## config.mk

```make
export PLATFORM = sky130hd
export DESIGN_NAME = cim_alloc
export DESIGN_NICKNAME = d
export VERILOG_FILES = /design/src/rtl/cim_pkg.sv /design/src/rtl/cim_alloc.sv /design/src/rtl/cim_timer.sv
export SDC_FILE = /design/constraint.sdc
export NUM_CORES = 1
export LEC_CHECK = 0
export BUFFER_PORTS_ARGS = -buffer_cell sky130_fd_sc_hd__buf_2
export CAP_MARGIN = 20
export CORE_MARGIN = 2
export CORE_UTILIZATION = 30
export DETAILED_ROUTE_END_ITERATION = 10
export SLEW_MARGIN = 10
export SYNTH_ARGS = -nofsm -noshare
export SYNTH_HDL_FRONTEND = slang
export SYNTH_SLANG_ARGS = --single-unit
```

## constraint.sdc

```tcl
create_clock -name clk_in -period 2.6 [get_ports clk_in]
set_input_delay 0.26 -clock clk_in [delete_from_list [all_inputs] [get_ports clk_in]]
set_output_delay 0.26 -clock clk_in [all_outputs]
set_load 0.01 [all_outputs]
```

## src/rtl/cim_pkg.sv

```systemverilog
// Contract
// - Expected-interval change in established state restarts inactivity timer from new value.
// - Each end-point runs its own local identifier allocation for dynamic connections.
// - Identifiers no longer used by any connection return to the free pool.
// - Allocation never lets two nodes transmit the same identifier bit pattern.
// - Released identifier is reused only after all connection end-points timed out; an untimed release frees it for reuse at once.
// - Timed connection release starts fresh reclaim timer; free only on its expiry.
// - Untimed connection release may free the identifier immediately.
// - Exactly one network-attachment object per physical attachment.
// - Network-attachment object class is addressed by class code 3.
// - Class attribute 1 is read-only 16-bit object revision.
// - Single-attribute read service returns requested class attribute value.
`default_nettype none
package cim_pkg;
  localparam logic [7:0] CIM_CLASS_CODE = 8'h03;
  localparam logic [7:0] CIM_ATTR_REV = 8'h01;
  localparam logic [7:0] CIM_SVC_GET_SINGLE = 8'h0E;
  localparam logic [7:0] CIM_ERR_NO_ATTR = 8'h14;
  localparam logic [7:0] CIM_ERR_NO_SVC = 8'h08;
  localparam logic [7:0] CIM_ERR_NO_CLASS = 8'h16;
  // Revision is an arbitrary default
  localparam logic [15:0] CIM_REVISION = 16'h0002;
  localparam int CIM_TICK_NS = 1000;
  localparam int CIM_CLK_NS = 25;
  localparam int CIM_TICK_CYC = (CIM_TICK_NS + CIM_CLK_NS - 1) / CIM_CLK_NS;
  typedef enum logic [2:0] {
    CIM_FREE = 3'b001,
    CIM_USED = 3'b010,
    CIM_DRAIN = 3'b100
  } cim_id_state_t;
endpackage : cim_pkg
`default_nettype wire

```

## src/rtl/cim_alloc.sv

```systemverilog
`default_nettype none
module cim_alloc
  import cim_pkg::*;
#(
  parameter int N_IDS = 8,
  parameter int IW = 3,
  parameter int TW = 16,
  parameter int ID_BASE = 11'h100
) (
  input wire logic clk_in,
  input wire logic nrst_in,
  input wire logic ce_in,
  input wire logic alloc_req_in,
  input wire logic rel_req_in,
  input wire logic [IW-1:0] rel_idx_in,
  input wire logic rel_timed_in,
  input wire logic [TW-1:0] rel_time_in,
  input wire logic epr_wr_in,
  input wire logic [IW-1:0] epr_idx_in,
  input wire logic [TW-1:0] epr_val_in,
  input wire logic rx_act_in,
  input wire logic [IW-1:0] rx_idx_in,
  input wire logic svc_req_in,
  input wire logic [7:0] svc_code_in,
  input wire logic [7:0] svc_class_in,
  input wire logic [7:0] svc_attr_in,
  output logic alloc_ack_out,
  output logic alloc_fail_out,
  output logic [10:0] conn_ident_out,
  output logic [IW-1:0] alloc_idx_out,
  output logic [N_IDS-1:0] timeout_out,
  output logic [N_IDS-1:0] free_map_out,
  output logic svc_ack_out,
  output logic svc_err_out,
  output logic [7:0] svc_errcode_out,
  output logic [15:0] svc_data_out
);
  import cim_pkg::*;
  logic [7:0] tick_cnt_r, tick_cnt_nxt;
  logic tick_r, tick_nxt;
  always_comb begin
    tick_nxt = 1'b0;
    tick_cnt_nxt = tick_cnt_r + 8'h01;
    if (tick_cnt_r == 8'(CIM_TICK_CYC - 1)) begin
      tick_cnt_nxt = 8'h00;
      tick_nxt = 1'b1;
    end
  end
  always_ff @(posedge clk_in or negedge nrst_in) begin
    if (!nrst_in) begin
      tick_cnt_r <= 8'h00;
      tick_r <= 1'b0;
    end else if (ce_in) begin
      tick_cnt_r <= tick_cnt_nxt;
      tick_r <= tick_nxt;
    end
  end
  cim_id_state_t st_r [N_IDS];
  cim_id_state_t st_nxt [N_IDS];
  logic [TW-1:0] epr_r [N_IDS];
  logic [TW-1:0] epr_nxt [N_IDS];
  logic [N_IDS-1:0] t_load, t_stop, t_run, t_exp;
  logic [TW-1:0] t_val [N_IDS];
  // Lowest free index, local allocation only
  logic found;
  logic [IW-1:0] pick;
  always_comb begin
    found = 1'b0;
    pick = '0;
    for (int i = N_IDS - 1; i >= 0; i--) begin
      if (st_r[i] == CIM_FREE) begin
        found = 1'b1;
        pick = IW'(i);
      end
    end
  end
  genvar g;
  generate
    for (g = 0; g < N_IDS; g++) begin : g_id
      logic rel_me, epr_me, rx_me, grab;
      always_comb begin
        rel_me = rel_req_in && (rel_idx_in == IW'(g)) && st_r[g] == CIM_USED;
        epr_me = epr_wr_in && (epr_idx_in == IW'(g)) && st_r[g] == CIM_USED;
        rx_me = rx_act_in && (rx_idx_in == IW'(g)) && st_r[g] == CIM_USED;
        grab = alloc_req_in && found && (pick == IW'(g));
        st_nxt[g] = st_r[g];
        epr_nxt[g] = epr_r[g];
        t_load[g] = 1'b0;
        t_stop[g] = 1'b0;
        t_val[g] = epr_r[g];
        case (st_r[g])
          CIM_FREE: begin
            if (grab) begin
              st_nxt[g] = CIM_USED;
              t_stop[g] = 1'b1;
            end
          end
          CIM_USED: begin
            if (rel_me) begin
              if (rel_timed_in) begin
                st_nxt[g] = CIM_DRAIN;
                t_load[g] = 1'b1;
                t_val[g] = rel_time_in;
              end else begin
                st_nxt[g] = CIM_FREE;
                t_stop[g] = 1'b1;
              end
            end else if (epr_me) begin
              epr_nxt[g] = epr_val_in;
              t_load[g] = 1'b1;
              t_val[g] = epr_val_in;
            end else if (rx_me && epr_r[g] != '0) begin
              t_load[g] = 1'b1;
            end
          end
          CIM_DRAIN: begin
            if (t_exp[g]) begin
              st_nxt[g] = CIM_FREE;
            end
          end
          default: st_nxt[g] = CIM_FREE;
        endcase
      end
      always_ff @(posedge clk_in or negedge nrst_in) begin
        if (!nrst_in) begin
          st_r[g] <= CIM_FREE;
          epr_r[g] <= '0;
        end else if (ce_in) begin
          st_r[g] <= st_nxt[g];
          epr_r[g] <= epr_nxt[g];
        end
      end
      cim_timer #(.W(TW)) u_tmr (
        .clk_in(clk_in),
        .nrst_in(nrst_in),
        .en_in(ce_in),
        .tick_in(tick_r),
        .load_in(t_load[g]),
        .stop_in(t_stop[g]),
        .val_in(t_val[g]),
        .run_out(t_run[g]),
        .exp_out(t_exp[g])
      );
    end
  endgenerate
  // Outputs registered; one service engine for the single attachment
  logic alloc_ack_r, alloc_fail_r, svc_ack_r, svc_err_r;
  logic [10:0] cid_r;
  logic [IW-1:0] aidx_r;
  logic [N_IDS-1:0] tmo_r, free_r, tmo_nxt, free_nxt;
  logic [7:0] ecode_r, ecode_nxt;
  logic [15:0] sdata_r, sdata_nxt;
  logic serr_nxt;
  always_comb begin
    for (int i = 0; i < N_IDS; i++) begin
      tmo_nxt[i] = (st_r[i] == CIM_USED) && t_exp[i];
      free_nxt[i] = (st_nxt[i] == CIM_FREE);
    end
    serr_nxt = 1'b0;
    ecode_nxt = 8'h00;
    sdata_nxt = 16'h0000;
    if (svc_class_in != CIM_CLASS_CODE) begin
      serr_nxt = 1'b1;
      ecode_nxt = CIM_ERR_NO_CLASS;
    end else if (svc_code_in != CIM_SVC_GET_SINGLE) begin
      serr_nxt = 1'b1;
      ecode_nxt = CIM_ERR_NO_SVC;
    end else if (svc_attr_in != CIM_ATTR_REV) begin
      serr_nxt = 1'b1;
      ecode_nxt = CIM_ERR_NO_ATTR;
    end else begin
      sdata_nxt = CIM_REVISION;
    end
  end
  always_ff @(posedge clk_in or negedge nrst_in) begin
    if (!nrst_in) begin
      alloc_ack_r <= 1'b0;
      alloc_fail_r <= 1'b0;
      cid_r <= 11'h000;
      aidx_r <= '0;
      tmo_r <= '0;
      free_r <= '1;
      svc_ack_r <= 1'b0;
      svc_err_r <= 1'b0;
      ecode_r <= 8'h00;
      sdata_r <= 16'h0000;
    end else if (ce_in) begin
      alloc_ack_r <= alloc_req_in && found;
      alloc_fail_r <= alloc_req_in && !found;
      if (alloc_req_in && found) begin
        // Own base plus index; bases differ per node
        cid_r <= 11'(ID_BASE) + 11'(pick);
        aidx_r <= pick;
      end
      tmo_r <= tmo_nxt;
      free_r <= free_nxt;
      svc_ack_r <= svc_req_in;
      if (svc_req_in) begin
        svc_err_r <= serr_nxt;
        ecode_r <= ecode_nxt;
        sdata_r <= sdata_nxt;
      end
    end
  end
  assign alloc_ack_out = alloc_ack_r;
  assign alloc_fail_out = alloc_fail_r;
  assign conn_ident_out = cid_r;
  assign alloc_idx_out = aidx_r;
  assign timeout_out = tmo_r;
  assign free_map_out = free_r;
  assign svc_ack_out = svc_ack_r;
  assign svc_err_out = svc_err_r;
  assign svc_errcode_out = ecode_r;
  assign svc_data_out = sdata_r;
endmodule : cim_alloc
`default_nettype wire

```

## src/rtl/cim_timer.sv

```systemverilog
`default_nettype none
module cim_timer #(
  parameter int W = 16
) (
  input wire logic clk_in,
  input wire logic nrst_in,
  input wire logic en_in,
  input wire logic tick_in,
  input wire logic load_in,
  input wire logic stop_in,
  input wire logic [W-1:0] val_in,
  output logic run_out,
  output logic exp_out
);
  logic [W-1:0] cnt_r, cnt_nxt;
  logic run_r, run_nxt, exp_r, exp_nxt;
  always_comb begin
    cnt_nxt = cnt_r;
    run_nxt = run_r;
    exp_nxt = 1'b0;
    if (load_in) begin
      // Cancel and reload in one step
      cnt_nxt = val_in;
      run_nxt = (val_in != '0);
      exp_nxt = (val_in == '0);
    end else if (stop_in) begin
      run_nxt = 1'b0;
    end else if (run_r && tick_in) begin
      if (cnt_r <= W'(1)) begin
        run_nxt = 1'b0;
        exp_nxt = 1'b1;
        cnt_nxt = '0;
      end else begin
        cnt_nxt = cnt_r - W'(1);
      end
    end
  end
  always_ff @(posedge clk_in or negedge nrst_in) begin
    if (!nrst_in) begin
      cnt_r <= '0;
      run_r <= 1'b0;
      exp_r <= 1'b0;
    end else if (en_in) begin
      cnt_r <= cnt_nxt;
      run_r <= run_nxt;
      exp_r <= exp_nxt;
    end
  end
  assign run_out = run_r;
  assign exp_out = exp_r;
endmodule : cim_timer
`default_nettype wire

```

; ---- After elaboration in Yosys (flattened, before gate mapping)
; Index checks and enable logic that the tools add are counted.
[op_classes]
n_addsub = 10
n_lt_le_gt_ge = 8
n_eq_ne = 72
mux = 246
bitwise = 8
reduce_logical = 161
[op_table]
columns = cell, count
row1 = $mux W16, 64
row2 = $reduce_bool A16 Y1, 16
row3 = $le A16 B1 Y1 const B, 8
row4 = $logic_not A16 Y1, 8
row5 = $sub A16 B1 Y16 const B, 8
row6 = $mux W1, 126
row7 = $mux W3, 33
row8 = $logic_and A1 B1 Y1, 82
row9 = $eq A3 B3 Y1 const B, 24
row10 = $pmux W3 S3, 8
row11 = $reduce_and A3 Y1, 24
row12 = $eq A3 B1 Y1 const B, 20
row13 = $eq A3 B2 Y1 const B, 16
row14 = $reduce_bool A3 Y1, 16
row15 = $ne A2 B1 Y1 const B, 8
row16 = $pmux W1 S2, 8
row17 = $reduce_bool A2 Y1, 8
row18 = $mux W5, 3
row19 = $logic_not A3 Y1, 4
row20 = $add A9 B3 Y10 const A, 1
row21 = $add A8 B1 Y8 const B, 1
row22 = $eq A8 B6 Y1 const B, 1
row23 = $mux W8, 1
row24 = $ne A8 B1 Y1 const B, 1
row25 = other kinds (6), 16
[totals]
ff_bits = 363
input_bits = 74
out_inout_bits = 58
wordCells = 557

; ---- Logic depth before layout (Yosys ltp)
[depth]
ltp_word = 15
depth_mapped = 10
depth_no_buf = 9

; ---- By module
; Synthesis repeated with hierarchy kept, for this count alone.
[hier_totals]
hier_cells = 2583
area_unflattened_um2 = 22768.1
[by_module_without_submodules]
columns = module, n_inst, cells_per_inst, area_per_inst_um2, seq_area_each_um2
row1 = cim_alloc, 1, 1429, 12731.0, 4749.6
row2 = cim_timer at g_id[0].u_tmr ..., 7, 145, 1260.0, 450.4
row3 = cim_timer at g_id[7].u_tmr, 1, 139, 1217.4, 450.4

; ---- Least setup slack after synthesis
; Ideal clock, no wire load.
[synth_timing]
path_type = reg-to-reg
from = reg st_r[15] (netlist name)
to = reg g_id[5].u_tmr.cnt_r[10]
setup_ns = 0.123
arrival_ns = 2.308
t_required_ns = 2.477
setup_slack_ns = 0.169
stages_incl_launch_ff = 9
path_buffers = 1
synth_period_minus_slack_ns = 2.431
cell_sequence = dfstp_2 -> or3b_2 -> and2_1 -> and3_1 -> nor2b_1 -> a211oi_4 -> buf_4 -> o21ai_0 -> o2bb2ai_1
[synth_between]
elab_chain_len = 10
elab_cells_between_ends = 14
cone_classes = eq/ne: 3 / mux: 8 / reduce/logical: 3
[synth_lines]
columns = item, line_no
row1 = "start, declared", cim_alloc.sv:58  ; cim_id_state_t st_r [N_IDS];
row2 = "start signal, assigned by index", cim_alloc.sv:129  ; st_r[g] <= st_nxt[g];
row3 = $eq A3 B1 Y1 (*), cim_alloc.sv:71  ; if (st_r[i] == CIM_FREE) begin
row4 = $mux W3 / $mux W1 (equally long branches) (3 in a row), cim_alloc.sv:71
row5 = $eq A3 B3 Y1 / $logic_and A1 B1 Y1 (equally long branches), cim_alloc.sv:85  ; grab = alloc_req_in && found && (pick == IW'(g));
row6 = $logic_and A1 B1 Y1 (*), cim_alloc.sv:85
row7 = $mux W1 (*), cim_alloc.sv:93  ; if (grab) begin
row8 = $pmux W1 S2 (*), cim_alloc.sv:91  ; case (st_r[g])
row9 = $ne A2 B1 Y1 (no source line) (*), --
row10 = $reduce_and A3 Y1 (no source line) (*), --
row11 = "end signal, assigned", cim_timer.sv:44  ; cnt_r <= cnt_nxt;
row12 = "end, declared", cim_timer.sv:15  ; logic [W-1:0] cnt_r, cnt_nxt;
; Mark *: on every way between the ends. The rest lies on a longest branch, timed or not.
; A chain may end at the register's enable or synchronous reset.

; ---- Final worst setup path
[layout_timing]
from = reg st_r[12] (netlist name)
to = reg g_id[5].u_tmr.cnt_r[6]
[layout_between]
elab_chain_len = 11
elab_cells_between_ends = 16
cone_classes = eq/ne: 3 / mux: 10 / reduce/logical: 3
[layout_lines]
columns = item, line_no
row1 = $eq A3 B1 Y1 (*), cim_alloc.sv:71
row2 = $mux W3 / $mux W1 (equally long branches) (4 in a row), cim_alloc.sv:71
row3 = $eq A3 B3 Y1 / $logic_and A1 B1 Y1 (equally long branches), cim_alloc.sv:85
row4 = $logic_and A1 B1 Y1 (*), cim_alloc.sv:85
row5 = $mux W1 (*), cim_alloc.sv:93
row6 = $pmux W1 S2 (*), cim_alloc.sv:91
row7 = $ne A2 B1 Y1 (no source line) (*), --
row8 = $reduce_and A3 Y1 (no source line) (*), --
; Marks and branches as above.

==> summary.txt <==
status = complete, no violations
Crit Path Class = register to register
post-synthesis sequential area ratio = 38.59%
final cycle utilization of the critical path = 96.99%
CTS tree = yes
Hold Path Depth = 4
Slew headroom = 47.35%
Via density = 5.656
initial antenna violation count = 7
initial cell density of the core = 30.28%
Avg WL per Cell = 20.81 microns
DRT iter0 DRCs = 2330
H-tree levels = 2
Netlist cell types = 98
Routed WL = 77560 microns
vias in the first global route = 19380
# DRC = 0
Seq cells post-synth = 333
die area = 74320 sq um
clk_skew = 15.52 ps
Vias = 21080
TritonCTS Buffers = 41
fin. max-slew vios = 0
fillers = 7261
GRT Residual Overflow = 0
root buffer cell = clkbuf_16
core area = 71490 sq um
crit-path cells = or3b_2 -> and2_1 -> and3_1 -> nor2b_1 -> a211o_1 -> buf_12 -> a31o_2 -> o2bb2ai_1
Initial DRT Pass Iterations = 7
Hold WC Path Type = primary input to register
die extent in y = 272.6 microns
GRT Total Usage = 20.44%
area grow syn2layout = 22.57%
reg-to-reg slack, setup = 80 ps
Req. time, crit path = 3070 ps
Die Wd = 272.6 microns
worst hold slack = 30.48 ps
synth top area cells = dfrtp_1 (37%), mux2_2 (7.0%), o21ai_0 (6.7%)
Post-Syn Instances = 2506
Post-synth ARST share = 100.0%
setup ws final = 78.22 ps
worst r2r path cells = 8
mapped cell area = 21650 sq um
largest net degree at the start of global routing = 71
row cnt = 98
share of layout cells above drive strength 1 = 23.86%
Worst-Margin Slew = 789.8 ps
r2r endpoint = g_id[5].u_tmr.cnt_r[6]$_DFFE_PN0P_
Syn Area/Cell = 8.638 sq um
Final ANT Viol Nets = 0
maxcap violations = 0
max frequency = 0.3965 GHz
Main synth FF type = dfrtp_1
first-pass GRT wire length = 118300 microns
Top Family by Delay on Critical Path = simple AND/OR/NAND/NOR gates
Leakage = 11.26 nW
pwr dens = 673.2 nW/um^2
Arrival @ worst endpoint = 2990 ps
maximum vdd ir drop = 0.0006572 V
Min-Delay Startpoint = svc_class_in[2]
final hold violations = 0
Critical path buffers and inverters = 1
Final #Nets = 2833
RR Startpoint = st_r[12]$_DFFE_PN1P_
crit start category = register
Worst Hold End = svc_errcode_out[3]$_DFFE_PN0P_
Port-buffer cells = 105
number of enable flip-flop cells after synthesis = 0
Yosys warnings = 0
fin crit period = 2522 ps
clk slew on worst S/H paths = 60 ps
CTS sink count = 333
Clk Latency, worst-skew pair = 580 ps
endpoint class of the critical path = register
clock tree buffer depth = 3
largest area contributor in the netlist = dfrtp_1
DP Worst Slack = -135.2 ps
CP max stage delay = 530 ps
io pins = 132
Crit Path Max Fanout = 17
CP max-delay cell = dfstp_2
Setup violations, final = 0
final weighted congestion in routability-driven placement = 0.9244
Synth top area share = 36.65%
DP HPWL = 55150 microns
## cells by family after synthesis
| logic type | synth area share (%) |
|---|---|
| xor+xnor | 0.2023 |
| other cells | 0.01732 |
| compound gates | 23.85 |
| mux | 10.21 |
| flops | 38.59 |
| simple gates | 20.55 |
| buf+inv | 5.601 |
| fa+ha+maj | 0.9826 |
## cell usage after synthesis (10+ instances only)
| cell type | n |
|---|---|
| dfrtp_1 | 317 |
| nor3b_1 | 13 |
| buf_4 | 34 |
| buf_2 | 42 |
| o31ai_1 | 16 |
| o22ai_1 | 21 |
| mux2i_1 | 70 |
| nor4_1 | 69 |
| inv_1 | 51 |
| o21ai_0 | 290 |
| and2_1 | 18 |
| nor2_1 | 194 |
| or4_1 | 15 |
| o2bb2ai_1 | 45 |
| mux2_2 | 134 |
| o21ai_1 | 10 |
| a22o_1 | 30 |
| ha_1 | 17 |
| or3_1 | 25 |
| clkbuf_1 | 126 |
| nor3_1 | 93 |
| nand2b_1 | 17 |
| a22oi_1 | 20 |
| nand4_1 | 24 |
| a211oi_1 | 27 |
| a32oi_1 | 17 |
| nand2_1 | 243 |
| nand3_1 | 44 |
| dfstp_2 | 16 |
| a31oi_1 | 62 |
| a21oi_1 | 176 |
## repair_timing
action | 4_1_cts | 5_1_grt
hold buffers | 2 | 0
gates resized for setup | 0 | 19
pin swaps | 1 | 2
setup endpoints to repair | 11 | 66
buffers inserted | 1 | 1
cloned | 0 | 1
endpoints found under the hold margin | 55 | 0
## state kept, by name, summed over array words and instances (netlist names), 2 cells and up
| register | count |
|---|---|
| tick_cnt_r | 8 |
| st_r | 24 |
| svc_errcode_out | 3 |
| timeout_out | 8 |
| g_id.u_tmr.cnt_r | 128 |
| g_id.u_tmr.run_out | 8 |
| conn_ident_out | 2 |
| free_map_out | 8 |
| alloc_idx_out | 2 |
| epr_r | 128 |
| g_id.u_tmr.exp_out | 8 |
## report_power, final
group          switching (mW)  internal [mW]
Combinational            3.19           2.31
Clock                    2.41           3.64
Sequential              0.525           5.79
## cell type report
cell class	count	area, sq um	share of cell area, %
antenna	3	7.507	0.02830
clock buffer	59	1205	4.541
clock inverter	16	211.5	0.7970
inverter	51	191.4	0.7215
multi-input combinational	1933	12260	46.23
sequential	333	8353	31.48
tap	950	1189	4.480
timing repair buffer	382	3110	11.72
## worst register-to-register path, cell delays in order (launching register included)
cell	delay, ps
dfstp_2	530
or3b_2	460
and2_1	190
and3_1	190
nor2b_1	210
a211o_1	350
buf_12	160
a31o_2	210
o2bb2ai_1	110
## placed cells by master, fill, tap and decap left out, drive strengths merged, types with 18 or more instances in the layout
| cell type | n |
|---|---|
| conb | 26 |
| nand2 | 243 |
| nor3 | 94 |
| mux2 | 134 |
| a22o | 30 |
| clkbuf | 59 |
| inv | 52 |
| o21ai | 302 |
| nor2 | 194 |
| o2bb2ai | 45 |
| nor3b | 18 |
| nor4 | 75 |
| buf | 380 |
| a31oi | 63 |
| a211oi | 29 |
| or3 | 25 |
| nand3 | 45 |
| nand4 | 24 |
| mux2i | 70 |
| o22ai | 21 |
| a21oi | 177 |
| dfrtp | 317 |
| and2 | 24 |
| a22oi | 20 |
## per-stage QoR
stage	power, mW	cell area (sq um)	cells	utilization, %	TNS, ps
after floorplan	9.775	21740	2531	-	0
after global placement	11.72	24990	3644	34.96	-890.9
after detailed placement	11.76	24990	3644	34.96	-843.1
after CTS	17.90	26450	3722	37.00	0
after global routing	18.85	26520	3724	37.10	-2.342
final	17.86	26530	3727	37.11	0
## worst max path at each step
stage,from,to,slack (ps),depth (start not counted)
after floorplan,st_r[15]$_DFFE_PN1P_,g_id[5].u_tmr.cnt_r[10]$_DFFE_PN0P_,170,8
after global placement,st_r[12]$_DFFE_PN1P_,g_id[5].u_tmr.cnt_r[15]$_DFFE_PN0P_,-130,7
after detailed placement,st_r[12]$_DFFE_PN1P_,g_id[5].u_tmr.cnt_r[15]$_DFFE_PN0P_,-140,7
after CTS,st_r[18]$_DFFE_PN1P_,g_id[1].u_tmr.cnt_r[13]$_DFFE_PN0P_,30,8
after global routing,st_r[6]$_DFFE_PN1P_,g_id[5].u_tmr.cnt_r[0]$_DFFE_PN0P_,-2,8
final,st_r[12]$_DFFE_PN1P_,g_id[5].u_tmr.cnt_r[6]$_DFFE_PN0P_,80,8
## layer usage
layer	vias to the layer above	global-route usage (%)	part of all wire (%)
met1	10220	29.80	46
met5	-	0	0.061
li1	9806	-	-
met2	898	28.95	41
met4	8	7.302	3.5
met3	154	5.114	9.4
(Power assumes the default switching activity.)
